## config.mk

```make
export PLATFORM = sky130hd
export DESIGN_NAME = evc_top
export DESIGN_NICKNAME = d
export VERILOG_FILES = /design/src/design/evc_pkg.sv /design/src/design/evc_top.sv
export SDC_FILE = /design/constraint.sdc
export NUM_CORES = 1
export LEC_CHECK = 0
export ABC_AREA = 1
export BUFFER_PORTS_ARGS = -buffer_cell sky130_fd_sc_hd__buf_4
export CELL_PAD_IN_SITES_DETAIL_PLACEMENT = 1
export CELL_PAD_IN_SITES_GLOBAL_PLACEMENT = 1
export CORE_ASPECT_RATIO = 0.8
export CORE_UTILIZATION = 45
export CTS_CLUSTER_DIAMETER = 120
export DETAILED_ROUTE_END_ITERATION = 10
export PLACE_DENSITY = 0.92
export SLEW_MARGIN = 20
export SYNTH_ARGS = -nofsm -noshare
export SYNTH_HDL_FRONTEND = slang
export SYNTH_SLANG_ARGS = --single-unit
```

## constraint.sdc

```tcl
create_clock -name aclk -period 3.8 [get_ports aclk]
set_clock_uncertainty 0.1 [all_clocks]
set_input_delay 0 -clock aclk [delete_from_list [all_inputs] [get_ports aclk]]
set_output_delay 0 -clock aclk [all_outputs]
set_load 0.02 [all_outputs]
```

## src/design/evc_pkg.sv

```systemverilog
// Constants, types and register map of the stereo encoder volume control.
// Assumes a single 25 MHz clock and an AXI4-Lite master reaching the registers.
`default_nettype none
package evc_pkg;
  localparam int CLK_HZ = 25_000_000;
  localparam int DEBOUNCE_MS = 20;
  localparam int DEBOUNCE_CYC = DEBOUNCE_MS * (CLK_HZ / 1000);
  localparam int TIMEOUT_MS = 32;
  localparam int TIMEOUT_CYC = TIMEOUT_MS * (CLK_HZ / 1000);
  localparam int CNT_W = 20;
  // Wiper positions: n means -2n dB, the last code is mute
  localparam logic [5:0] POS_LOUDEST = 6'h00;
  localparam logic [5:0] POS_QUIETEST = 6'h1F;
  localparam logic [5:0] POS_MUTE = 6'h20;
  localparam logic [5:0] POS_POR = 6'h06;
  localparam logic signed [5:0] OFF_LIMIT = 6'sh1F;
  // Volume bar thresholds, first position of each darker band
  localparam logic [5:0] BAR_T4 = 6'h05;
  localparam logic [5:0] BAR_T3 = 6'h0A;
  localparam logic [5:0] BAR_T2 = 6'h0F;
  localparam logic [5:0] BAR_T1 = 6'h14;
  localparam logic [5:0] BAR_T0 = 6'h1B;
  // Gray sequence of the encoder in increasing order
  localparam logic [1:0] GRAY0 = 2'h0;
  localparam logic [1:0] GRAY1 = 2'h1;
  localparam logic [1:0] GRAY2 = 2'h3;
  localparam logic [1:0] GRAY3 = 2'h2;
  // Register byte offsets and fields
  localparam logic [7:0] REG_CTRL = 8'h00;
  localparam logic [7:0] REG_STATUS = 8'h04;
  localparam logic [7:0] REG_WIPER = 8'h08;
  localparam int CTRL_ENC_DIS = 0;
  localparam int CTRL_BTN_DIS = 1;
  localparam logic [1:0] CTRL_RESET = 2'h0;
  localparam logic [1:0] AXI_OKAY = 2'h0;
  localparam logic [1:0] AXI_SLVERR = 2'h2;
  typedef enum logic {MODE_VOLUME, MODE_BALANCE} evc_mode_t;
  typedef struct packed {
    logic [5:0] ch1;
    logic [5:0] ch0;
  } evc_wiper_pair_t;
endpackage : evc_pkg
`default_nettype wire

```

## src/design/evc_top.sv

```systemverilog
// Encoder and pushbutton front end, mode logic and clickless wiper stepping
// for a dual 32-tap log attenuator, with AXI4-Lite control and status.
// Assumes pins are asynchronous with pull-ups; LED pins are open drain.
// Contract
// - Mode push toggles volume and balance
// - Each Gray state change gives one step
// - Up count: louder, or balance toward ch1
// - Down count: quieter, or balance toward ch0
// - Volume steps move both wipers together
// - Ignore increase at loudest tap, keep offset
// - At quietest tap, other wiper keeps moving
// - Increase after collapse restores offset
// - Both at 31 plus down gives mute
// - Positions 0..32, 2 dB steps, 32 mute
// - Balance keeps volume, shifts offset
// - Per-channel zero-cross commit or 32 ms
// - Second wiper follows within 32 ms
// - Reset: volume mode, mute, then -12 dB
// - Sleep saves settings, wipers to low end
// - Mute push toggles mute, restores positions
// - Up count while muted cancels mute
// - Indicator sinks while in balance mode
// - Five-LED bar by volume band
// - Balance mode lights exactly one LED
// - Balance LED walks from center outward
// - Both buttons together act on neither
// - Low sleep request holds shutdown
`default_nettype none
module evc_top #(
  parameter int DEBOUNCE_CYCLES = evc_pkg::DEBOUNCE_CYC,
  parameter int TIMEOUT_CYCLES = evc_pkg::TIMEOUT_CYC
) (
  input wire logic aclk,
  input wire logic aresetn,
  input wire logic encoder_phase_a,
  input wire logic encoder_phase_b,
  input wire logic mode_button_n,
  input wire logic mute_button_n,
  input wire logic sleep_request_n,
  input wire logic [1:0] zero_cross,
  output logic balance_indicator_n_o,
  output logic balance_indicator_n_oe,
  output logic [4:0] level_bar_n_o,
  output logic [4:0] level_bar_n_oe,
  output evc_pkg::evc_wiper_pair_t wiper_pos,
  input wire logic [7:0] s_axi_awaddr,
  input wire logic s_axi_awvalid,
  output logic s_axi_awready,
  input wire logic [31:0] s_axi_wdata,
  input wire logic [3:0] s_axi_wstrb,
  input wire logic s_axi_wvalid,
  output logic s_axi_wready,
  output logic [1:0] s_axi_bresp,
  output logic s_axi_bvalid,
  input wire logic s_axi_bready,
  input wire logic [7:0] s_axi_araddr,
  input wire logic s_axi_arvalid,
  output logic s_axi_arready,
  output logic [31:0] s_axi_rdata,
  output logic [1:0] s_axi_rresp,
  output logic s_axi_rvalid,
  input wire logic s_axi_rready
);
  import evc_pkg::*;

  logic [3:0] sync1_reg, sync2_reg, stable_reg, stable_d_reg;
  logic [CNT_W-1:0] db_cnt_reg [4];
  logic [1:0] zc1_reg, zc2_reg;
  logic sleep1_reg, sleep2_reg, shutdown_reg;
  evc_mode_t mode_reg;
  logic mute_reg, collapsed_reg;
  logic [5:0] base_reg;
  logic signed [5:0] off_reg;
  logic [5:0] wiper_reg [2];
  logic [5:0] des [2];
  logic [CNT_W-1:0] tmr_reg [2];
  logic [1:0] ctrl_reg;
  logic step_up, step_dn, both_held, active, mode_press, mute_press;
  logic [1:0] gray_prev, gray_cur;
  logic [5:0] atten0, atten1;
  logic [6:0] sum0, sum1;
  logic [4:0] bar_on, bal_on;
  logic [5:0] loud;

  // Pins enter through two flops; the pull-ups make idle high
  always_ff @(posedge aclk) begin
    if (!aresetn) begin
      sync1_reg <= 4'hF;
      sync2_reg <= 4'hF;
    end else begin
      sync1_reg <= {mute_button_n, mode_button_n, encoder_phase_b, encoder_phase_a};
      sync2_reg <= sync1_reg;
    end
  end

  // A level is accepted only after it stayed put for the whole window
  for (genvar gi = 0; gi < 4; gi++) begin : g_debounce
    always_ff @(posedge aclk) begin
      if (!aresetn) begin
        db_cnt_reg[gi] <= '0;
        stable_reg[gi] <= 1'b1;
      end else if (sync2_reg[gi] == stable_reg[gi]) begin
        db_cnt_reg[gi] <= '0;
      end else if (db_cnt_reg[gi] == CNT_W'(DEBOUNCE_CYCLES - 1)) begin
        stable_reg[gi] <= sync2_reg[gi];
        db_cnt_reg[gi] <= '0;
      end else begin
        db_cnt_reg[gi] <= db_cnt_reg[gi] + 1'b1;
      end
    end
  end

  // Previous accepted levels, for edge and direction detection
  always_ff @(posedge aclk) begin
    if (!aresetn) begin
      stable_d_reg <= 4'hF;
    end else begin
      stable_d_reg <= stable_reg;
    end
  end

  // Zero-cross flags and sleep request are asynchronous levels
  always_ff @(posedge aclk) begin
    if (!aresetn) begin
      zc1_reg <= 2'h0;
      zc2_reg <= 2'h0;
      sleep1_reg <= 1'b1;
      sleep2_reg <= 1'b1;
      shutdown_reg <= 1'b0;
    end else begin
      zc1_reg <= zero_cross;
      zc2_reg <= zc1_reg;
      sleep1_reg <= sleep_request_n;
      sleep2_reg <= sleep1_reg;
      shutdown_reg <= ~sleep2_reg;
    end
  end

  // Direction from the Gray pair; a skipped state is a glitch and gives nothing
  assign gray_prev = stable_d_reg[1:0];
  assign gray_cur = stable_reg[1:0];
  assign both_held = ~stable_reg[2] & ~stable_reg[3];
  assign active = ~shutdown_reg & ~both_held;
  always_comb begin
    step_up = 1'b0;
    step_dn = 1'b0;
    if (gray_prev != gray_cur && active && !ctrl_reg[CTRL_ENC_DIS]) begin
      step_up = (gray_prev == GRAY0 && gray_cur == GRAY1)
        || (gray_prev == GRAY1 && gray_cur == GRAY2)
        || (gray_prev == GRAY2 && gray_cur == GRAY3)
        || (gray_prev == GRAY3 && gray_cur == GRAY0);
      step_dn = (gray_prev == GRAY1 && gray_cur == GRAY0)
        || (gray_prev == GRAY2 && gray_cur == GRAY1)
        || (gray_prev == GRAY3 && gray_cur == GRAY2)
        || (gray_prev == GRAY0 && gray_cur == GRAY3);
    end
  end

  // A press counts only while the other button is up
  assign mode_press = stable_d_reg[2] & ~stable_reg[2] & stable_reg[3]
    & active & ~ctrl_reg[CTRL_BTN_DIS];
  assign mute_press = stable_d_reg[3] & ~stable_reg[3] & stable_reg[2]
    & active & ~ctrl_reg[CTRL_BTN_DIS];

  // Volume or balance mode
  always_ff @(posedge aclk) begin
    if (!aresetn) begin
      mode_reg <= MODE_VOLUME;
    end else if (mode_press) begin
      mode_reg <= (mode_reg == MODE_VOLUME) ? MODE_BALANCE : MODE_VOLUME;
    end
  end

  // Mute; a push while collapsed below tap 31 only lifts the collapse
  always_ff @(posedge aclk) begin
    if (!aresetn) begin
      mute_reg <= 1'b0;
    end else if (mute_press && !collapsed_reg) begin
      mute_reg <= ~mute_reg;
    end else if (step_up && mute_reg) begin
      mute_reg <= 1'b0;
    end
  end

  // Louder-channel position plus signed offset; clipping at 31 keeps the
  // offset in memory, so collapsing and reopening needs only collapsed_reg
  always_ff @(posedge aclk) begin
    if (!aresetn) begin
      base_reg <= POS_POR;
      off_reg <= '0;
      collapsed_reg <= 1'b0;
    end else if (mute_press && collapsed_reg) begin
      collapsed_reg <= 1'b0;
    end else if (!mute_reg && mode_reg == MODE_VOLUME) begin
      if (step_up) begin
        if (collapsed_reg) begin
          collapsed_reg <= 1'b0;
        end else if (base_reg != POS_LOUDEST) begin
          base_reg <= base_reg - 1'b1;
        end
      end else if (step_dn) begin
        if (base_reg == POS_QUIETEST) begin
          collapsed_reg <= 1'b1;
        end else begin
          base_reg <= base_reg + 1'b1;
        end
      end
    end else if (!mute_reg && !collapsed_reg) begin
      if (step_up && off_reg != -OFF_LIMIT) begin
        off_reg <= off_reg - 1'b1;
      end else if (step_dn && off_reg != OFF_LIMIT) begin
        off_reg <= off_reg + 1'b1;
      end
    end
  end

  // Targets: extra attenuation per channel clipped at the quietest tap
  assign atten0 = (off_reg < 0) ? 6'(-off_reg) : 6'h00;
  assign atten1 = (off_reg > 0) ? 6'(off_reg) : 6'h00;
  assign sum0 = {1'b0, base_reg} + {1'b0, atten0};
  assign sum1 = {1'b0, base_reg} + {1'b0, atten1};
  always_comb begin
    des[0] = (sum0 > {1'b0, POS_QUIETEST}) ? POS_QUIETEST : sum0[5:0];
    des[1] = (sum1 > {1'b0, POS_QUIETEST}) ? POS_QUIETEST : sum1[5:0];
    if (shutdown_reg || mute_reg || collapsed_reg) begin
      des[0] = POS_MUTE;
      des[1] = POS_MUTE;
    end
  end

  // Each wiper waits for its own zero cross; the timer bounds the wait,
  // so the lagging channel of a stereo step also follows within it
  for (genvar gc = 0; gc < 2; gc++) begin : g_wiper
    always_ff @(posedge aclk) begin
      if (!aresetn) begin
        wiper_reg[gc] <= POS_MUTE;
        tmr_reg[gc] <= '0;
      end else if (wiper_reg[gc] == des[gc]) begin
        tmr_reg[gc] <= '0;
      end else if (zc2_reg[gc] || tmr_reg[gc] == CNT_W'(TIMEOUT_CYCLES - 1)) begin
        wiper_reg[gc] <= des[gc];
        tmr_reg[gc] <= '0;
      end else begin
        tmr_reg[gc] <= tmr_reg[gc] + 1'b1;
      end
    end
  end
  assign wiper_pos.ch0 = wiper_reg[0];
  assign wiper_pos.ch1 = wiper_reg[1];

  // Bar from the louder wiper actually set; one-hot balance position
  assign loud = (wiper_reg[0] < wiper_reg[1]) ? wiper_reg[0] : wiper_reg[1];
  always_comb begin
    bar_on = 5'h00;
    if (loud < BAR_T4) bar_on = 5'h1F;
    else if (loud < BAR_T3) bar_on = 5'h0F;
    else if (loud < BAR_T2) bar_on = 5'h07;
    else if (loud < BAR_T1) bar_on = 5'h03;
    else if (loud < BAR_T0) bar_on = 5'h01;
    bal_on = 5'h04;
    if (off_reg < 0 && des[0] == POS_QUIETEST) bal_on = 5'h10;
    else if (off_reg < 0) bal_on = 5'h08;
    else if (off_reg > 0 && des[1] == POS_QUIETEST) bal_on = 5'h01;
    else if (off_reg > 0) bal_on = 5'h02;
  end

  // Open-drain pins always drive low; the enable says when they sink
  always_ff @(posedge aclk) begin
    if (!aresetn) begin
      level_bar_n_oe <= 5'h00;
      balance_indicator_n_oe <= 1'b0;
    end else begin
      level_bar_n_oe <= (mode_reg == MODE_BALANCE) ? bal_on : bar_on;
      balance_indicator_n_oe <= (mode_reg == MODE_BALANCE);
    end
  end
  assign level_bar_n_o = 5'h00;
  assign balance_indicator_n_o = 1'b0;

  // AXI4-Lite write: address and data caught in either order
  logic aw_hold_reg, w_hold_reg;
  logic [7:0] aw_addr_reg;
  logic [31:0] w_data_reg;
  logic w_lane0_reg;
  assign s_axi_awready = ~aw_hold_reg & ~s_axi_bvalid;
  assign s_axi_wready = ~w_hold_reg & ~s_axi_bvalid;
  always_ff @(posedge aclk) begin
    if (!aresetn) begin
      aw_hold_reg <= 1'b0;
      w_hold_reg <= 1'b0;
      aw_addr_reg <= 8'h00;
      w_data_reg <= 32'h0;
      w_lane0_reg <= 1'b0;
      s_axi_bvalid <= 1'b0;
      s_axi_bresp <= AXI_OKAY;
      ctrl_reg <= CTRL_RESET;
    end else begin
      if (s_axi_awvalid && s_axi_awready) begin
        aw_hold_reg <= 1'b1;
        aw_addr_reg <= s_axi_awaddr;
      end
      if (s_axi_wvalid && s_axi_wready) begin
        w_hold_reg <= 1'b1;
        w_data_reg <= s_axi_wdata;
        w_lane0_reg <= s_axi_wstrb[0];
      end
      if (aw_hold_reg && w_hold_reg) begin
        aw_hold_reg <= 1'b0;
        w_hold_reg <= 1'b0;
        s_axi_bvalid <= 1'b1;
        s_axi_bresp <= (aw_addr_reg[7:2] == REG_CTRL[7:2]) ? AXI_OKAY : AXI_SLVERR;
        if (aw_addr_reg[7:2] == REG_CTRL[7:2] && w_lane0_reg) begin
          ctrl_reg <= w_data_reg[1:0];
        end
      end else if (s_axi_bvalid && s_axi_bready) begin
        s_axi_bvalid <= 1'b0;
      end
    end
  end

  // AXI4-Lite read: one beat, answered the cycle after the address
  assign s_axi_arready = ~s_axi_rvalid;
  always_ff @(posedge aclk) begin
    if (!aresetn) begin
      s_axi_rvalid <= 1'b0;
      s_axi_rdata <= 32'h0;
      s_axi_rresp <= AXI_OKAY;
    end else if (s_axi_arvalid && s_axi_arready) begin
      s_axi_rvalid <= 1'b1;
      s_axi_rresp <= AXI_OKAY;
      unique case (s_axi_araddr[7:2])
        REG_CTRL[7:2]: s_axi_rdata <= {30'h0, ctrl_reg};
        REG_STATUS[7:2]: s_axi_rdata <= {26'h0, wiper_reg[1] != des[1],
          wiper_reg[0] != des[0], collapsed_reg, shutdown_reg, mute_reg, mode_reg};
        REG_WIPER[7:2]: s_axi_rdata <= {2'h0, off_reg, 2'h0, base_reg, 2'h0,
          wiper_reg[1], 2'h0, wiper_reg[0]};
        default: begin
          s_axi_rdata <= 32'h0;
          s_axi_rresp <= AXI_SLVERR;
        end
      endcase
    end else if (s_axi_rvalid && s_axi_rready) begin
      s_axi_rvalid <= 1'b0;
    end
  end

  // Checks on the behaviour above
  property p_mode_toggle;
    @(posedge aclk) disable iff (!aresetn) mode_press |=> mode_reg != $past(mode_reg);
  endproperty
  a_mode_toggle: assert property (p_mode_toggle) else $error("mode did not toggle");
  property p_vol_up;
    @(posedge aclk) disable iff (!aresetn)
      step_up && mode_reg == MODE_VOLUME && !mute_reg && !collapsed_reg && !mute_press
      && base_reg != POS_LOUDEST |=> base_reg == $past(base_reg) - 1'b1 && $stable(off_reg);
  endproperty
  a_vol_up: assert property (p_vol_up) else $error("volume up step wrong");
  property p_vol_dn;
    @(posedge aclk) disable iff (!aresetn)
      step_dn && mode_reg == MODE_VOLUME && !mute_reg && !collapsed_reg && !mute_press
      && base_reg != POS_QUIETEST |=> base_reg == $past(base_reg) + 1'b1;
  endproperty
  a_vol_dn: assert property (p_vol_dn) else $error("volume down step wrong");
  property p_loudest;
    @(posedge aclk) disable iff (!aresetn)
      step_up && mode_reg == MODE_VOLUME && !mute_reg && !collapsed_reg
      && base_reg == POS_LOUDEST |=> base_reg == POS_LOUDEST && $stable(off_reg);
  endproperty
  a_loudest: assert property (p_loudest) else $error("loudest tap exceeded");
  property p_collapse;
    @(posedge aclk) disable iff (!aresetn)
      step_dn && mode_reg == MODE_VOLUME && !mute_reg && !mute_press
      && base_reg == POS_QUIETEST |=> des[0] == POS_MUTE && des[1] == POS_MUTE;
  endproperty
  a_collapse: assert property (p_collapse) else $error("no mute below tap 31");
  property p_timeout;
    @(posedge aclk) disable iff (!aresetn)
      wiper_reg[0] != des[0] && $stable(des[0]) |-> tmr_reg[0] < CNT_W'(TIMEOUT_CYCLES);
  endproperty
  a_timeout: assert property (p_timeout) else $error("wiper wait too long");
  property p_zc_commit;
    @(posedge aclk) disable iff (!aresetn)
      zc2_reg[1] && wiper_reg[1] != des[1] |=> wiper_reg[1] == $past(des[1]);
  endproperty
  a_zc_commit: assert property (p_zc_commit) else $error("zero cross ignored");
  property p_indicator;
    @(posedge aclk) disable iff (!aresetn)
      ##1 balance_indicator_n_oe == ($past(mode_reg) == MODE_BALANCE);
  endproperty
  a_indicator: assert property (p_indicator) else $error("indicator wrong");
  property p_bal_onehot;
    @(posedge aclk) disable iff (!aresetn)
      mode_reg == MODE_BALANCE |=> $onehot(level_bar_n_oe);
  endproperty
  a_bal_onehot: assert property (p_bal_onehot) else $error("balance LED not one-hot");
  property p_both_buttons;
    @(posedge aclk) disable iff (!aresetn)
      both_held |=> $stable(mode_reg) && $stable(mute_reg) && $stable(base_reg);
  endproperty
  a_both_buttons: assert property (p_both_buttons) else $error("double press acted");
  property p_sleep;
    @(posedge aclk) disable iff (!aresetn)
      shutdown_reg |-> des[0] == POS_MUTE && des[1] == POS_MUTE ##1 $stable(base_reg);
  endproperty
  a_sleep: assert property (p_sleep) else $error("sleep target wrong");
endmodule : evc_top
`default_nettype wire

```

; ---- After elaboration in Yosys (flattened, before gate mapping)
; Memory sizes are Yosys's and may differ from the RTL's.
; Cells that the tools add are included.
[totals]
register_bits = 97
mem_bits_rw = 132
elab_cells = 324
n_memories = 3
[op_classes]
add_sub_neg = 13
n_lt_le_gt_ge = 10
eq_ne = 31
mux = 125
bitwise = 51
n_reduce_logical = 61
[memory_table]
columns = memory, words, word_bits, read_ports, rd_clocked_by_memory_dff, wr, line
row1 = db_cnt_reg, 4, 20, 4, 0, 4, evc_top.sv:67  ; logic [CNT_W-1:0] db_cnt_reg [4];
row2 = tmr_reg, 2, 20, 2, 0, 2, evc_top.sv:76  ; logic [CNT_W-1:0] tmr_reg [2];
row3 = wiper_reg, 2, 6, 2, 0, 2, evc_top.sv:74  ; logic [5:0] wiper_reg [2];
[op_table]
columns = operator, n
row1 = two-way mux 20 bit, 18
row2 = "adder 20 x 1 -> 20 bit, second input constant", 6
row3 = one-hot mux 30 bit (3 select lines), 1
row4 = two-way mux 6 bit, 14
row5 = "equality test 20 x 19 -> 1 bit, second input constant", 4
row6 = two-way mux 1 bit, 80
row7 = "equality test 20 bit, second input constant", 2
row8 = logical AND 1 bit, 26
row9 = bitwise OR 1 bit, 20
row10 = NOT 1 bit, 19
row11 = "equality test 6 x 5 -> 1 bit, second input constant", 3
row12 = two-way mux 5 bit, 3
row13 = adder 6 x 6 -> 7 bit, 2
row14 = "greater-than comparator 7 x 5 -> 1 bit, second input constant", 2
row15 = "adder 6 x 1 -> 6 bit, second input constant", 2
row16 = AND 1 bit, 12
row17 = equality test 6 bit, 2
row18 = zero test 6 bit, 2
row19 = "less-than comparator 6 x 4 -> 1 bit, second input constant", 2
row20 = "less-than comparator 6 x 5 -> 1 bit, second input constant", 2
row21 = two-way mux 12 bit, 1
row22 = inequality test 6 bit, 2
row23 = "inequality test 6 bit, second input constant", 2
row24 = nonzero test 2 bit, 6
row25 = other kinds (27), 58

; ---- Depth between registers and ports, before layout
[logic_depth]
depth_word = 13
mapped_depth = 24
mapped_depth_nobuf = 24

; ---- Least setup slack after synthesis
; OpenSTA, ideal clock, no wires.
[synth_path]
path_type = register to register
from = reg off_reg[0]
to = mem tmr_reg[1][4] (data pin)
setup_ns = 0.261
arrival_ns = 2.937
required_ns = 3.439
path_slack_ns = 0.502
stages_incl_launch_ff = 20
path_buffers = 1
cell_sequence = dfxtp_1 inv_1 ha_1 nand2_1 nor2_1 nand2_1 nand2_1 nor2_1 ha_1 fa_1 nor3b_1 nor2_1 nand4_1 nand3_1 nand2_1 nor2_1 nand3_2 nand3_1 buf_2 nor3b_1
[synth_lines]
columns = element, line
row1 = "start, declared", evc_top.sv:73  ; logic signed [5:0] off_reg;
row2 = "start signal, assigned", evc_top.sv:210  ; off_reg <= off_reg - 1'b1;
row3 = "start signal, assigned", evc_top.sv:212  ; off_reg <= off_reg + 1'b1;
row4 = "end, declared", evc_top.sv:76

==> flow_metrics.py <==
metrics = {
    "status": {
        "status": "completed",
    },
    "global_routing": {
        "grt_pass1_vias": 12500,
        "grtUsageTotal_pct": 32.7,
        "grt_max_degree": 63,
        "antenna_found_initial": 3,
        "overflow": 0,
        "grt_pass1_wl_mm": 69.0,
    },
    "detailed_routing": {
        "wl_met3_mm": 3.24,
        "dr_wl_met2_mm": 21.8,
        "viasPerCell": 5.73,
        "drc": 0,
        "first_pass_iters": 5,
        "routed_wl_mm": 45.7,
        "wl_met1_mm": 17.5,
        "drt-initial-drc-count": 1064,
        "highest_layer": "met4",
        "ant_nets": 0,
        "vias": 11900,
        "wire_per_inst_microns": 22.0,
    },
    "final_layout": {
        "fillers": 3221,
        "mostFrequentLayoutCells": "238 x nand2_1, 175 x inv_1, 172 x nor2_1, 137 x conb_1, 132 x edfxtp_1",
        "final_core_util_pct": 56.8,
        "final_nets": 1799,
        "syn2layout_area_growth_pct": 24.3,
        "final_common_cell": "nand2_1",
        "ff_latch_area_sq_um": 5670,
        "multiInputGateArea_sq_um": 6010,
        "drive_gt1_share_pct": 13.0,
        "largest_reg_flops": 80,
    },
    "synth": {
        "syn-cell-area_sq_um": 12000,
        "ys_warn_count": 0,
        "synth-main-ff-cell": "edfxtp_1",
        "syn_avg_cell_area_sq_um": 8.37,
        "synth.distinct_cells": 54,
        "postSynthCellCount": 1434,
        "synth-edff-count": 132,
        "ys_ff_latch": 217,
        "async_flop_share_pct": 0,
        "ys_seq_area_share_pct": 47.2,
    },
    "sta": {
        "maxSlewHeadroom_pct": 43.8,
        "finalSetupViolations": 0,
        "fin_crit_ps": 3790,
        "finalSetupTns_ps": 0,
        "worstMarginPinSlew_ps": 839,
        "max_freq_mhz": 264,
        "hold_violations": 0,
        "finalCritPeriodShare_pct": 99.7,
        "slew_viol_final": 0,
    },
    "power_and_ir_drop": {
        "vdd_drop_max_mv": 0.356,
        "power_density_nw_per_um2": 395,
        "p_total_w": 0.00590,
        "leakage_nw": 6.38,
    },
    "placement": {
        "io_buffers": 77,
        "gp_congestion": 0.866,
        "dp_hpwl_mm": 23.6,
    },
    "worst_hold_path": {
        "min_to": "sync1_reg[2]$_SDFF_PN1_",
        "hold_path_class": "primary input to flop",
        "min-delay-start": "mode_button_n",
        "hold_depth": 3,
    },
    "clock_tree": {
        "tritoncts": "done",
        "root_buffer": "clkbuf_16",
        "cts_buffers": 24,
        "cts.sinks": 217,
        "cts.clk_slew.worst_paths_ps": 80,
        "insertion_delay_ps": 550,
        "cts_max_level": 1,
        "cts_buffer_depth": 3,
    },
    "floorplanning": {
        "ioPinCount": 131,
        "die_w_microns": 185,
        "rows": 53,
        "design.die.area_sq_um": 27300,
        "start_util_pct": 45.7,
        "die_h_microns": 148,
        "core_area_sq_um": 26300,
    },
    "setup_path": {
        "cp.required_ps": 4090,
        "reg2reg_to": "tmr_reg[0][7]$_SDFFCE_PN0P_",
        "arrival_ps": 4080,
        "critPathLaunchType": "flop",
        "path_class": "flop to flop",
        "r2r_slack_ps": 10,
        "crit_fanout": 8,
        "cp-end-kind": "flop",
        "worstReg2RegStart": "off_reg[0]$_SDFFE_PN0P_",
        "r2r_cells": 23,
    },
    "job": {
        "drv_cap": 0,
    },
}
==> final cells by class <==
cell class                 count  area share (%)
multi-input combinational   1124            40.3
sequential                   217            38.0
timing repair buffer         142            8.10
clock buffer                  37            5.54
inverter                     186            4.76
tap                          357            2.99
clock inverter                 7           0.260
antenna                        2          0.0336
==> cells by family after synthesis <==
| kind of cell | Yosys count | share of synthesized area [%] |
|---|---|---|
| AND/OR/NAND/NOR | 669 | 26.6 |
| buffers and inverters | 230 | 8.02 |
| AO/OA/AOI/OAI | 227 | 10.1 |
| flip-flops | 217 | 47.2 |
| XOR/XNOR | 51 | 3.72 |
| adder cells (fa/ha/maj) | 38 | 4.21 |
| other | 2 | 0.0626 |
==> stage by stage <==
stage / setup WS (ps) / cell area (sq um) / hold WS, ps / instances
after floorplan: 502 / 12500 / -2.37 / 1569
after global placement: 294 / 13300 / 107 / 1967
after detailed placement: 20.1 / 13300 / 106 / 1967
after CTS: 26.0 / 14700 / 20.8 / 2063
after global routing: -99.2 / 14900 / 102 / 2072
final: 10.1 / 14900 / 101 / 2072
==> critical path, cell delays in order (launching register included) <==
cell and delay [ps]:
dfxtp_1 330, inv_2 110, ha_2 210, nand2_1 70
nor2_2 150, o21ai_0 120, a21oi_2 200, ha_4 260
nand2_2 110, inv_1 60, nand2_1 90, nand2_1 90
nor2_4 190, buf_4 140, nand4_1 170, nand3_1 200
nand2_1 100, nor2_2 120, nand3_2 140, nand2_4 130
clkinv_8 120, nand2_8 160, nand2_8 120, nor2_4 130
==> synth_stat cells, drive strengths merged, types with 5 or more instances <==
cell,n,area share (%)
nor2,193,6.8
inv,184,5.8
nor3,49,2.3
ha,34,3.5
edfxtp,132,33
nand3,74,3.3
o21a,7,0.44
nand4,42,2.3
clkbuf,21,0.67
xnor2,20,1.5
dfxtp,85,14
nor3b,20,1.5
a21oi,112,4.7
or2,15,0.78
o211ai,5,0.31
nor4,19,1.0
o21ai,86,3.6
buf,23,1.5
xor2,31,2.3
nand2,251,8.3
==> report_power, final <==
| group | leakage [nW] | switching, W | internal [W] |
|---|---|---|---|
| Clock | 0.436 | 0.00108 | 0.00151 |
| Sequential | 2.05 | 0.000110 | 0.00261 |
| Combinational | 3.89 | 0.000386 | 0.000205 |
==> worst max-delay path by stage <==
stage                       startpoint                     endpoint  slack, ps  cells after the start
3_5_place_dp   off_reg[0]$_SDFFE_PN0P_  tmr_reg[1][4]$_SDFFCE_PN0P_         20                     19
3_3_place_gp   off_reg[0]$_SDFFE_PN0P_  tmr_reg[1][4]$_SDFFCE_PN0P_        290                     19
5_1_grt        off_reg[0]$_SDFFE_PN0P_  tmr_reg[1][9]$_SDFFCE_PN0P_       -100                     22
4_1_cts        off_reg[0]$_SDFFE_PN0P_  tmr_reg[1][8]$_SDFFCE_PN0P_         30                     20
6_report       off_reg[0]$_SDFFE_PN0P_  tmr_reg[0][7]$_SDFFCE_PN0P_         10                     23
2_1_floorplan  off_reg[0]$_SDFFE_PN0P_  tmr_reg[1][4]$_SDFFCE_PN0P_        500                     19
==> metal layers <==
metal | vias to the layer above | track usage (%)
li1 | 5207 | -
met1 | 5736 | 37.9
met2 | 673 | 55.2
met3 | 248 | 7.08
met4 | 0 | 20.3
met5 | - | 0
==> timing repair <==
action / CTS / global route
setup buffers: 0 / 5
setup endpoints to repair: 11 / 65
cloned: 0 / 2
resized for setup: 2 / 26
hold endpoints to repair: 52 / 0
hold buffers: 52 / 0
pin swaps: 0 / 6
No activity file was read; power rests on OpenSTA's default activity.
